==> src/logic/ioqa_pkg.sv <==
/*
  constants, state type and command encodings of the i/o query,
  accumulator math and compare command unit.
  assumes a single 10 MHz clock and frames already checked upstream.
*/
// Operation
// - read-port command is code 15; type picks port, bank byte picks bank.
// - single-line digital reads give 0 or 1; converter reads give 10-bit 0..1023.
// - read-port from stored program copies the value into the accumulator.
// - read-port from host returns value in reply only, accumulator untouched, except bank 0 port 255.
// - good host read-port replies status 100 with the port state as value.
// - bank 0 ports 0..7 return the eight digital input levels.
// - bank 0 port 255 loads all digital inputs as a bit vector.
// - bank 1 gives raw converter values, supply tenths and degrees Celsius.
// - analog lines readable as digital and as converted, with no mode change.
// - bank 2 ports 0..7 return the driven digital output states.
// - bank 0 port 10 returns the driver enable input level.
// - accumulator math is code 19; type picks operation, value is operand.
// - ops: add sub mul div mod and or xor invert load, codes 0..9.
// - host accumulator math replies status 100 echoing the operand.
// - compare is code 20; compares accumulator with operand, sets flags.
// - flags serve conditional jump code 21 with eight conditions.
package ioqa_pkg;

  // ==========================================================
  // command codes
  localparam logic [7:0] IOQA_OP_READ_PORT = 8'h0f;
  localparam logic [7:0] IOQA_OP_ACCUMULATOR_MATH_CMD = 8'h13;
  localparam logic [7:0] IOQA_OP_COMP = 8'h14;
  localparam logic [7:0] IOQA_OP_JUMP_COND = 8'h15;

  // ==========================================================
  // reply status codes
  localparam logic [7:0] IOQA_ST_OK = 8'h64;
  localparam logic [7:0] IOQA_ST_BAD_CMD = 8'h02;
  localparam logic [7:0] IOQA_ST_BAD_TYPE = 8'h03;
  localparam logic [7:0] IOQA_ST_BAD_VALUE = 8'h04;

  // ==========================================================
  // banks and special ports
  localparam logic [7:0] IOQA_BANK_DIN = 8'h00;
  localparam logic [7:0] IOQA_BANK_ANA = 8'h01;
  localparam logic [7:0] IOQA_BANK_DOUT = 8'h02;
  localparam logic [7:0] IOQA_PORT_LAST_LINE = 8'h07;
  localparam logic [7:0] IOQA_PORT_SUPPLY = 8'h08;
  localparam logic [7:0] IOQA_PORT_TEMP = 8'h09;
  localparam logic [7:0] IOQA_PORT_ENABLE = 8'h0a;
  localparam logic [7:0] IOQA_PORT_ALL = 8'hff;

  // ==========================================================
  // accumulator math operations
  localparam logic [7:0] IOQA_ACCUMULATOR_MATH_CMD_ADD = 8'h00;
  localparam logic [7:0] IOQA_ACCUMULATOR_MATH_CMD_SUB = 8'h01;
  localparam logic [7:0] IOQA_ACCUMULATOR_MATH_CMD_MUL = 8'h02;
  localparam logic [7:0] IOQA_ACCUMULATOR_MATH_CMD_DIV = 8'h03;
  localparam logic [7:0] IOQA_ACCUMULATOR_MATH_CMD_MOD = 8'h04;
  localparam logic [7:0] IOQA_ACCUMULATOR_MATH_CMD_AND = 8'h05;
  localparam logic [7:0] IOQA_ACCUMULATOR_MATH_CMD_OR = 8'h06;
  localparam logic [7:0] IOQA_ACCUMULATOR_MATH_CMD_XOR = 8'h07;
  localparam logic [7:0] IOQA_ACCUMULATOR_MATH_CMD_NOT = 8'h08;
  localparam logic [7:0] IOQA_ACCUMULATOR_MATH_CMD_LOAD = 8'h09;

  // ==========================================================
  // conditional jump conditions
  localparam logic [3:0] IOQA_CC_ZE = 4'h0;
  localparam logic [3:0] IOQA_CC_NZ = 4'h1;
  localparam logic [3:0] IOQA_CC_EQ = 4'h2;
  localparam logic [3:0] IOQA_CC_NE = 4'h3;
  localparam logic [3:0] IOQA_CC_GT = 4'h4;
  localparam logic [3:0] IOQA_CC_GE = 4'h5;
  localparam logic [3:0] IOQA_CC_LT = 4'h6;
  localparam logic [3:0] IOQA_CC_LE = 4'h7;

  // ==========================================================
  // widths and reset values
  localparam int IOQA_ADC_BITS = 10;
  localparam logic [31:0] IOQA_ACC_RST = 32'h0000_0000;

  typedef struct packed {
    logic [31:0] acc;
    logic f_zero;
    logic f_gt;
    logic f_lt;
    logic rsp_valid;
    logic [7:0] rsp_status;
    logic [7:0] rsp_opcode;
    logic [31:0] rsp_value;
  } ioqa_state_t;

endpackage : ioqa_pkg

==> src/logic/ioqa_sync.sv <==
/*
  three-stage pin synchroniser with agreement filter.
  assumes asynchronous pin levels; output moves once stages two and
  three agree.
*/
`timescale 1ns/1ns
`default_nettype none
module ioqa_sync #(
  parameter int W = 8
) (
  input wire logic clk_sys, // system clock
  input wire logic nrst, // async reset, active low
  input wire logic [W-1:0] pin_in, // raw pin levels
  output logic [W-1:0] lvl_out // filtered level
);

  typedef struct packed {
    logic [W-1:0] s1;
    logic [W-1:0] s2;
    logic [W-1:0] s3;
    logic [W-1:0] lvl;
  } ioqa_sync_t;

  ioqa_sync_t r_q;
  ioqa_sync_t r_d;

  // ==========================================================
  // next state
  always_comb begin
    r_d = r_q;
    r_d.s1 = pin_in;
    r_d.s2 = r_q.s1;
    r_d.s3 = r_q.s2;
    for (int i = 0; i < W; i++) begin
      if (r_q.s2[i] == r_q.s3[i]) begin
        r_d.lvl[i] = r_q.s3[i];
      end
    end
  end

  always_ff @(posedge clk_sys or negedge nrst) begin
    if (!nrst) begin
      r_q <= '0;
    end else begin
      r_q <= r_d;
    end
  end

  assign lvl_out = r_q.lvl;

endmodule : ioqa_sync
`default_nettype wire

==> src/logic/ioqa_core.sv <==
/*
  executes read-port, accumulator math and compare commands.
  assumes frames arrive decoded and checked, one per cycle at most;
  converter values and output states come from logic on clk_sys.
*/
`timescale 1ns/1ns
`default_nettype none
module ioqa_core
  import ioqa_pkg::*;
(
  input wire logic clk_sys, // 10 MHz system clock
  input wire logic nrst, // async reset, active low
  input wire logic cmd_valid, // command present
  output logic cmd_ready, // command accepted this cycle
  input wire logic cmd_standalone, // 1 = from stored program
  input wire logic [7:0] cmd_opcode, // instruction code
  input wire logic [7:0] cmd_type, // type byte
  input wire logic [7:0] cmd_bank, // motor/bank byte
  input wire logic [31:0] cmd_value, // value, assembled msb first
  output logic rsp_valid, // one-cycle reply strobe
  output logic [7:0] rsp_status, // reply status
  output logic [7:0] rsp_opcode, // reply instruction
  output logic [31:0] rsp_value, // reply value
  input wire logic [7:0] digital_input, // general inputs, pins
  input wire logic drv_enable, // driver enable pin
  input wire logic [7:0] digital_output, // driven output states
  input wire logic [7:0][9:0] adc_raw, // raw conversion per channel
  input wire logic [15:0] supply_dv, // supply, tenths of a volt
  input wire logic signed [15:0] temp_c, // temperature, degrees C
  output logic [31:0] acc, // accumulator
  output logic flag_zero, // compare/result zero
  output logic flag_gt, // greater
  output logic flag_lt, // lower
  input wire logic [3:0] cond_sel, // jump condition code
  output logic cond_met // condition holds
);

  ioqa_state_t r_q;
  ioqa_state_t r_d;

  logic [7:0] din_s;
  logic en_s;

  // ==========================================================
  // pin synchronisers
  ioqa_sync #(.W(9)) u_sync (
    .clk_sys(clk_sys),
    .nrst(nrst),
    .pin_in({drv_enable, digital_input}),
    .lvl_out({en_s, din_s})
  );

  assign cmd_ready = 1'b1;

  // ==========================================================
  // port read decode
  logic [31:0] rd_val;
  logic rd_ok;
  logic rd_bulk;

  always_comb begin
    rd_val = 32'h0;
    rd_ok = 1'b0;
    rd_bulk = 1'b0;
    case (cmd_bank)
      IOQA_BANK_DIN: begin
        if (cmd_type <= IOQA_PORT_LAST_LINE) begin
          rd_val = {31'h0, din_s[cmd_type[2:0]]};
          rd_ok = 1'b1;
        end else if (cmd_type == IOQA_PORT_ENABLE) begin
          rd_val = {31'h0, en_s};
          rd_ok = 1'b1;
        end else if (cmd_type == IOQA_PORT_ALL) begin
          rd_val = {24'h0, din_s};
          rd_ok = 1'b1;
          rd_bulk = 1'b1;
        end
      end
      IOQA_BANK_ANA: begin
        if (cmd_type <= IOQA_PORT_LAST_LINE) begin
          rd_val = {22'h0, adc_raw[cmd_type[2:0]]};
          rd_ok = 1'b1;
        end else if (cmd_type == IOQA_PORT_SUPPLY) begin
          rd_val = {16'h0, supply_dv};
          rd_ok = 1'b1;
        end else if (cmd_type == IOQA_PORT_TEMP) begin
          rd_val = {{16{temp_c[15]}}, temp_c};
          rd_ok = 1'b1;
        end
      end
      IOQA_BANK_DOUT: begin
        if (cmd_type <= IOQA_PORT_LAST_LINE) begin
          rd_val = {31'h0, digital_output[cmd_type[2:0]]};
          rd_ok = 1'b1;
        end
      end
      default: begin
        rd_ok = 1'b0;
      end
    endcase
  end

  // ==========================================================
  // accumulator math
  logic signed [31:0] a_s;
  logic signed [31:0] b_s;
  logic [31:0] res;
  logic res_ok;

  assign a_s = $signed(r_q.acc);
  assign b_s = $signed(cmd_value);

  always_comb begin
    res = r_q.acc;
    res_ok = 1'b1;
    case (cmd_type)
      IOQA_ACCUMULATOR_MATH_CMD_ADD: res = 32'(a_s + b_s);
      IOQA_ACCUMULATOR_MATH_CMD_SUB: res = 32'(a_s - b_s);
      IOQA_ACCUMULATOR_MATH_CMD_MUL: res = 32'(a_s * b_s);
      IOQA_ACCUMULATOR_MATH_CMD_DIV: begin
        if (b_s == 32'sh0) begin
          res_ok = 1'b0;
        end else begin
          res = 32'(a_s / b_s);
        end
      end
      IOQA_ACCUMULATOR_MATH_CMD_MOD: begin
        if (b_s == 32'sh0) begin
          res_ok = 1'b0;
        end else begin
          res = 32'(a_s % b_s);
        end
      end
      IOQA_ACCUMULATOR_MATH_CMD_AND: res = r_q.acc & cmd_value;
      IOQA_ACCUMULATOR_MATH_CMD_OR: res = r_q.acc | cmd_value;
      IOQA_ACCUMULATOR_MATH_CMD_XOR: res = r_q.acc ^ cmd_value;
      IOQA_ACCUMULATOR_MATH_CMD_NOT: res = ~r_q.acc;
      IOQA_ACCUMULATOR_MATH_CMD_LOAD: res = cmd_value;
      default: res_ok = 1'b0;
    endcase
  end

  // ==========================================================
  // command execution
  always_comb begin
    r_d = r_q;
    r_d.rsp_valid = 1'b0;
    if (cmd_valid) begin
      r_d.rsp_valid = 1'b1;
      r_d.rsp_opcode = cmd_opcode;
      r_d.rsp_value = 32'h0;
      r_d.rsp_status = IOQA_ST_OK;
      case (cmd_opcode)
        IOQA_OP_READ_PORT: begin
          if (rd_ok) begin
            r_d.rsp_value = rd_val;
            if (cmd_standalone || rd_bulk) begin
              r_d.acc = rd_val;
              r_d.f_zero = (rd_val == 32'h0);
              r_d.f_gt = ($signed(rd_val) > 32'sh0);
              r_d.f_lt = rd_val[31];
            end
          end else begin
            r_d.rsp_status = IOQA_ST_BAD_TYPE;
          end
        end
        IOQA_OP_ACCUMULATOR_MATH_CMD: begin
          r_d.rsp_value = cmd_value;
          if (res_ok) begin
            r_d.acc = res;
            r_d.f_zero = (res == 32'h0);
            r_d.f_gt = ($signed(res) > 32'sh0);
            r_d.f_lt = res[31];
          end else if (cmd_type > IOQA_ACCUMULATOR_MATH_CMD_LOAD) begin
            r_d.rsp_status = IOQA_ST_BAD_TYPE;
          end else begin
            r_d.rsp_status = IOQA_ST_BAD_VALUE;
          end
        end
        IOQA_OP_COMP: begin
          r_d.f_zero = (a_s == b_s);
          r_d.f_gt = (a_s > b_s);
          r_d.f_lt = (a_s < b_s);
        end
        default: begin
          r_d.rsp_status = IOQA_ST_BAD_CMD;
        end
      endcase
    end
  end

  always_ff @(posedge clk_sys or negedge nrst) begin
    if (!nrst) begin
      r_q <= '{acc: IOQA_ACC_RST, rsp_status: IOQA_ST_OK, default: '0};
    end else begin
      r_q <= r_d;
    end
  end

  // ==========================================================
  // conditional jump evaluation
  always_comb begin
    case (cond_sel)
      IOQA_CC_ZE, IOQA_CC_EQ: cond_met = r_q.f_zero;
      IOQA_CC_NZ, IOQA_CC_NE: cond_met = !r_q.f_zero;
      IOQA_CC_GT: cond_met = r_q.f_gt;
      IOQA_CC_GE: cond_met = r_q.f_gt | r_q.f_zero;
      IOQA_CC_LT: cond_met = r_q.f_lt;
      IOQA_CC_LE: cond_met = r_q.f_lt | r_q.f_zero;
      default: cond_met = 1'b0;
    endcase
  end

  assign rsp_valid = r_q.rsp_valid;
  assign rsp_status = r_q.rsp_status;
  assign rsp_opcode = r_q.rsp_opcode;
  assign rsp_value = r_q.rsp_value;
  assign acc = r_q.acc;
  assign flag_zero = r_q.f_zero;
  assign flag_gt = r_q.f_gt;
  assign flag_lt = r_q.f_lt;

endmodule : ioqa_core
`default_nettype wire

==> config.mk <==
export PLATFORM = sky130hd
export DESIGN_NAME = ioqa_core
export DESIGN_NICKNAME = d
export VERILOG_FILES = /design/src/logic/ioqa_pkg.sv /design/src/logic/ioqa_sync.sv /design/src/logic/ioqa_core.sv
export SDC_FILE = /design/constraint.sdc
export NUM_CORES = 2
export LEC_CHECK = 0
export BUFFER_PORTS_ARGS = -buffer_cell sky130_fd_sc_hd__buf_2
export CAP_MARGIN = 40
export CORE_MARGIN = 2
export CORE_UTILIZATION = 30
export CTS_CLUSTER_DIAMETER = 100
export DETAILED_ROUTE_END_ITERATION = 8
export PLACE_DENSITY = 0.42
export SLEW_MARGIN = 20
export SYNTH_ARGS = -nofsm -noshare
export SYNTH_HDL_FRONTEND = slang
export SYNTH_SLANG_ARGS = --single-unit
==> constraint.sdc <==
create_clock -name clk_sys -period 77.1 [get_ports clk_sys]
set_input_delay 7.71 -clock clk_sys [delete_from_list [all_inputs] [get_ports clk_sys]]
set_output_delay 7.71 -clock clk_sys [all_outputs]
set_load 0.005 [all_outputs]
==> impl_metrics.csv <==
group,metric,value,unit
status,status,"finished clean",
drt,vias,85000,
timing,tightest_slew,0.961,ns
timing,setup_violations,0,
cts,numClockSinks,116,
grt,antenna_found_initial,26,
setup_path,cp_top_family,"compound AO/OA/AOI/OAI gates",
floorplanning,start_util,30.1,%
timing,fin_crit,75.73,ns
yosys,synthesis.area,63800,um2
setup_path,start_kind,"input port",
drt,routedWlPerCell,29.3,um
timing,max_slew_margin,35.6,%
floorplanning,core-area,212000,um2
timing,fmax,13.2,MHz
placed_design,place_area,90600,um2
floorplanning,die_area,216000,um2
grt,grt_usage,38.6,%
yosys,synth_top_area_share,15.3,%
placed_design,gp_congestion,1.04,
timing,min_period_over_period,98.2,%
setup_path,r2r_slack,8.01,ns
floorplanning,rows,169,
min_path,min_path_cells,0,
grt,grt_first_pass_wirelength,607,mm
cells_and_area,layout.nets,13500,
floorplanning,ios,279,
setup_path,criticalPathCategory,"in -> reg",
floorplanning,die_w,465,um
grt,grt-ovfl-total,0,
cts,cts-root-buf,"clkbuf_16",
floorplanning,die_y,465,um
yosys,ys.flop_type,"dfrtp_1",
yosys,synth.most_common_cell,"nand2_1",
setup_path,r2r-start,"acc[3]",
setup_path,slowest_stage,"or4_4",
cts,worstSkewPairLatency,0.46,ns
yosys,synth_cell_types,102,
cells_and_area,area_growth,56.3,%
yosys,synth_edf_count,0,
cells_and_area,drive_above_1_share,39.0,%
min_path,hold_path_class,"reg -> reg",
timing,slew_viol_final,0,
timing,rsz0062_at_grt,"yes",
cells_and_area,nFillCells,21500,
min_path,hold_start,"u_sync.r_d[19]",
drt,routed_wl,439,mm
drt,vias_per_cell,5.67,
yosys,syn_avg_cell_area,7.12,um2
setup_path,crit_required,77.49,ns
yosys,synthArstFlopShare,100,%
setup_path,rr_worst_depth,364,
cts,cts_buffer_depth,2,
placed_design,numPortBuffers,274,
grt,grt_pass1_vias,82700,
job,max_cap_viol_count,0,
yosys,synthTopCellsByArea,"ha_1 (15%), fa_1 (13%), nand2_1 (6.5%), a21oi_1 (5.5%), xnor2_1 (5.4%)",
grt,grt_max_degree,67,
setup_path,cp_common_cell,"buf_4",
drt,drt-initial-drc-count,8359,
drt,ant_nets,0,
yosys,synth_cells,8962,
timing,clock_skew,0.00933,ns
min_path,hold_end,"u_sync.r_d[10]",
cts,cts.clk_slew.worst_paths,0.06,ns
cts,cts_made_buffers,17,
placed_design,post-dp-hpwl,353,mm
yosys,yosysSeqAreaShare,4.56,%
cells_and_area,utilization,47.1,%
setup_path,rr_endpoint,"flag_zero",
cts,cts_tree,"done",
setup_path,max_stage_delay,0.62,ns
cts,h-tree-depth,4,
cells_and_area,final_area,99700,um2
yosys,synth_top_area_cell,"ha_1",
timing,hold_viol_final,0,
drt,drc,0,
setup_path,end_kind,"flip-flop",
setup_path,cp_max_fo,9,
yosys,yosys_warnings,0,
setup_path,path_buf_inv,64,
drt,first_pass_iters,6,
yosys,synthTopCellsByCount,"nand2_1 (1101), nor2_1 (895), inv_1 (802), ha_1 (778), a21oi_1 (707)",
setup_path,critPathArrivalTime,76.12,ns
yosys,ys_ff_latch,116,
worst max path at each step:
stage                   from        end  slack, ns  depth (start not counted)
2_1_floorplan   cmd_value[7]  flag_zero       0.03                        348
3_3_place_gp   cmd_value[12]  flag_zero      -6.89                        355
3_5_place_dp    cmd_value[5]  flag_zero      -7.48                        353
4_1_cts         cmd_value[5]  flag_zero      0.006                        366
5_1_grt        cmd_value[12]  flag_zero      -1.14                        369
6_report       cmd_value[12]  flag_zero       1.37                        364
stage by stage:
step	hold WS, ns	setup TNS, ns	std cells	worst slack (ns)
finish	0.349	0	15000	1.37
global route	0.357	-12.69	15000	-1.14
CTS	0.352	0	14800	0.00598
detailed placement	0.339	-225.07	14600	-7.48
global placement	0.332	-207.26	14600	-6.89
floorplan	0.331	0	8964	0.0298
flip-flops by register name, indices dropped and copies added (netlist names):
signal          flops
acc                32
rsp_value          32
u_sync.r_d         18
u_sync.lvl_out      9
u_sync.r_q          9
rsp_opcode          8
rsp_status          4
flag_gt             1
flag_lt             1
flag_zero           1
rsp_valid           1
layout by cell type, fill, tap and decap left out, types with 64 or more instances in the layout:
cell type	instances
buf_4	3141
nand2_1	1046
nor2_1	817
inv_1	785
ha_1	673
a21oi_1	576
fa_1	411
o21ai_0	393
xnor2_1	360
buf_2	283
nor3_1	179
xor2_1	175
nand3_1	160
a21o_1	150
o21a_1	131
a21oi_2	112
dfrtp_1	104
a31oi_1	103
buf_6	92
o211ai_1	91
ha_4	85
nand4_1	79
o21bai_1	74
nand2b_1	72
or3_1	72
mux2_2	70
o21ai_1	64
cell families after synthesis:
| family | after synthesis | share of synthesized area (%) |
|---|---|---|
| xor+xnor | 568 | 7.80 |
| other cells | 2 | 0.0118 |
| compound gates | 2628 | 27.1 |
| fa+ha+maj | 1198 | 28.3 |
| simple gates | 3066 | 21.9 |
| mux | 142 | 2.88 |
| buf+inv | 1242 | 7.45 |
| flops | 116 | 4.56 |
worst reg2reg max path, delay by kind of cell, from the launching register on:
kind                       cells  cell delay (ns)
adders and majority gates     32             8.36
AOI/OAI and AO/OA            159            30.45
buffers and inverters         65             9.30
and+or+nand+nor              104            19.49
DFF                            1             0.64
muxes                          3             0.67
xor gates and xnor gates       1             0.14
area by class of cell:
| type | count | area, um2 | area share, % |
|---|---|---|---|
| inverter | 814 | 3060 | 3.07 |
| timing repair buffer | 3580 | 27200 | 27.3 |
| tap | 2821 | 3530 | 3.54 |
| antenna | 19 | 47.5 | 0.0477 |
| clock inverter | 14 | 119 | 0.119 |
| clock buffer | 18 | 429 | 0.431 |
| sequential | 116 | 2920 | 2.93 |
| multi-input combinational | 7606 | 62300 | 62.5 |
routing by layer:
layer	track usage, %	vias up	routed length [um]
met5	0	-	40
met4	23.3	6	32500
met1	49.7	41900	180000
met3	5.30	1009	31900
met2	61.4	3790	194000
li1	-	38300	-
what timing repair did:
item	4_1_cts	5_1_grt
endpoints found under the hold margin	0	0
cloned	3	4
gates resized for setup	389	873
buffers inserted	117	206
setup endpoints to repair	35	35
hold buffers	0	0
pin swaps	123	482
Power is not shown: default switching activity piles up to over one toggle a cycle in this logic, so the estimate is an artifact.
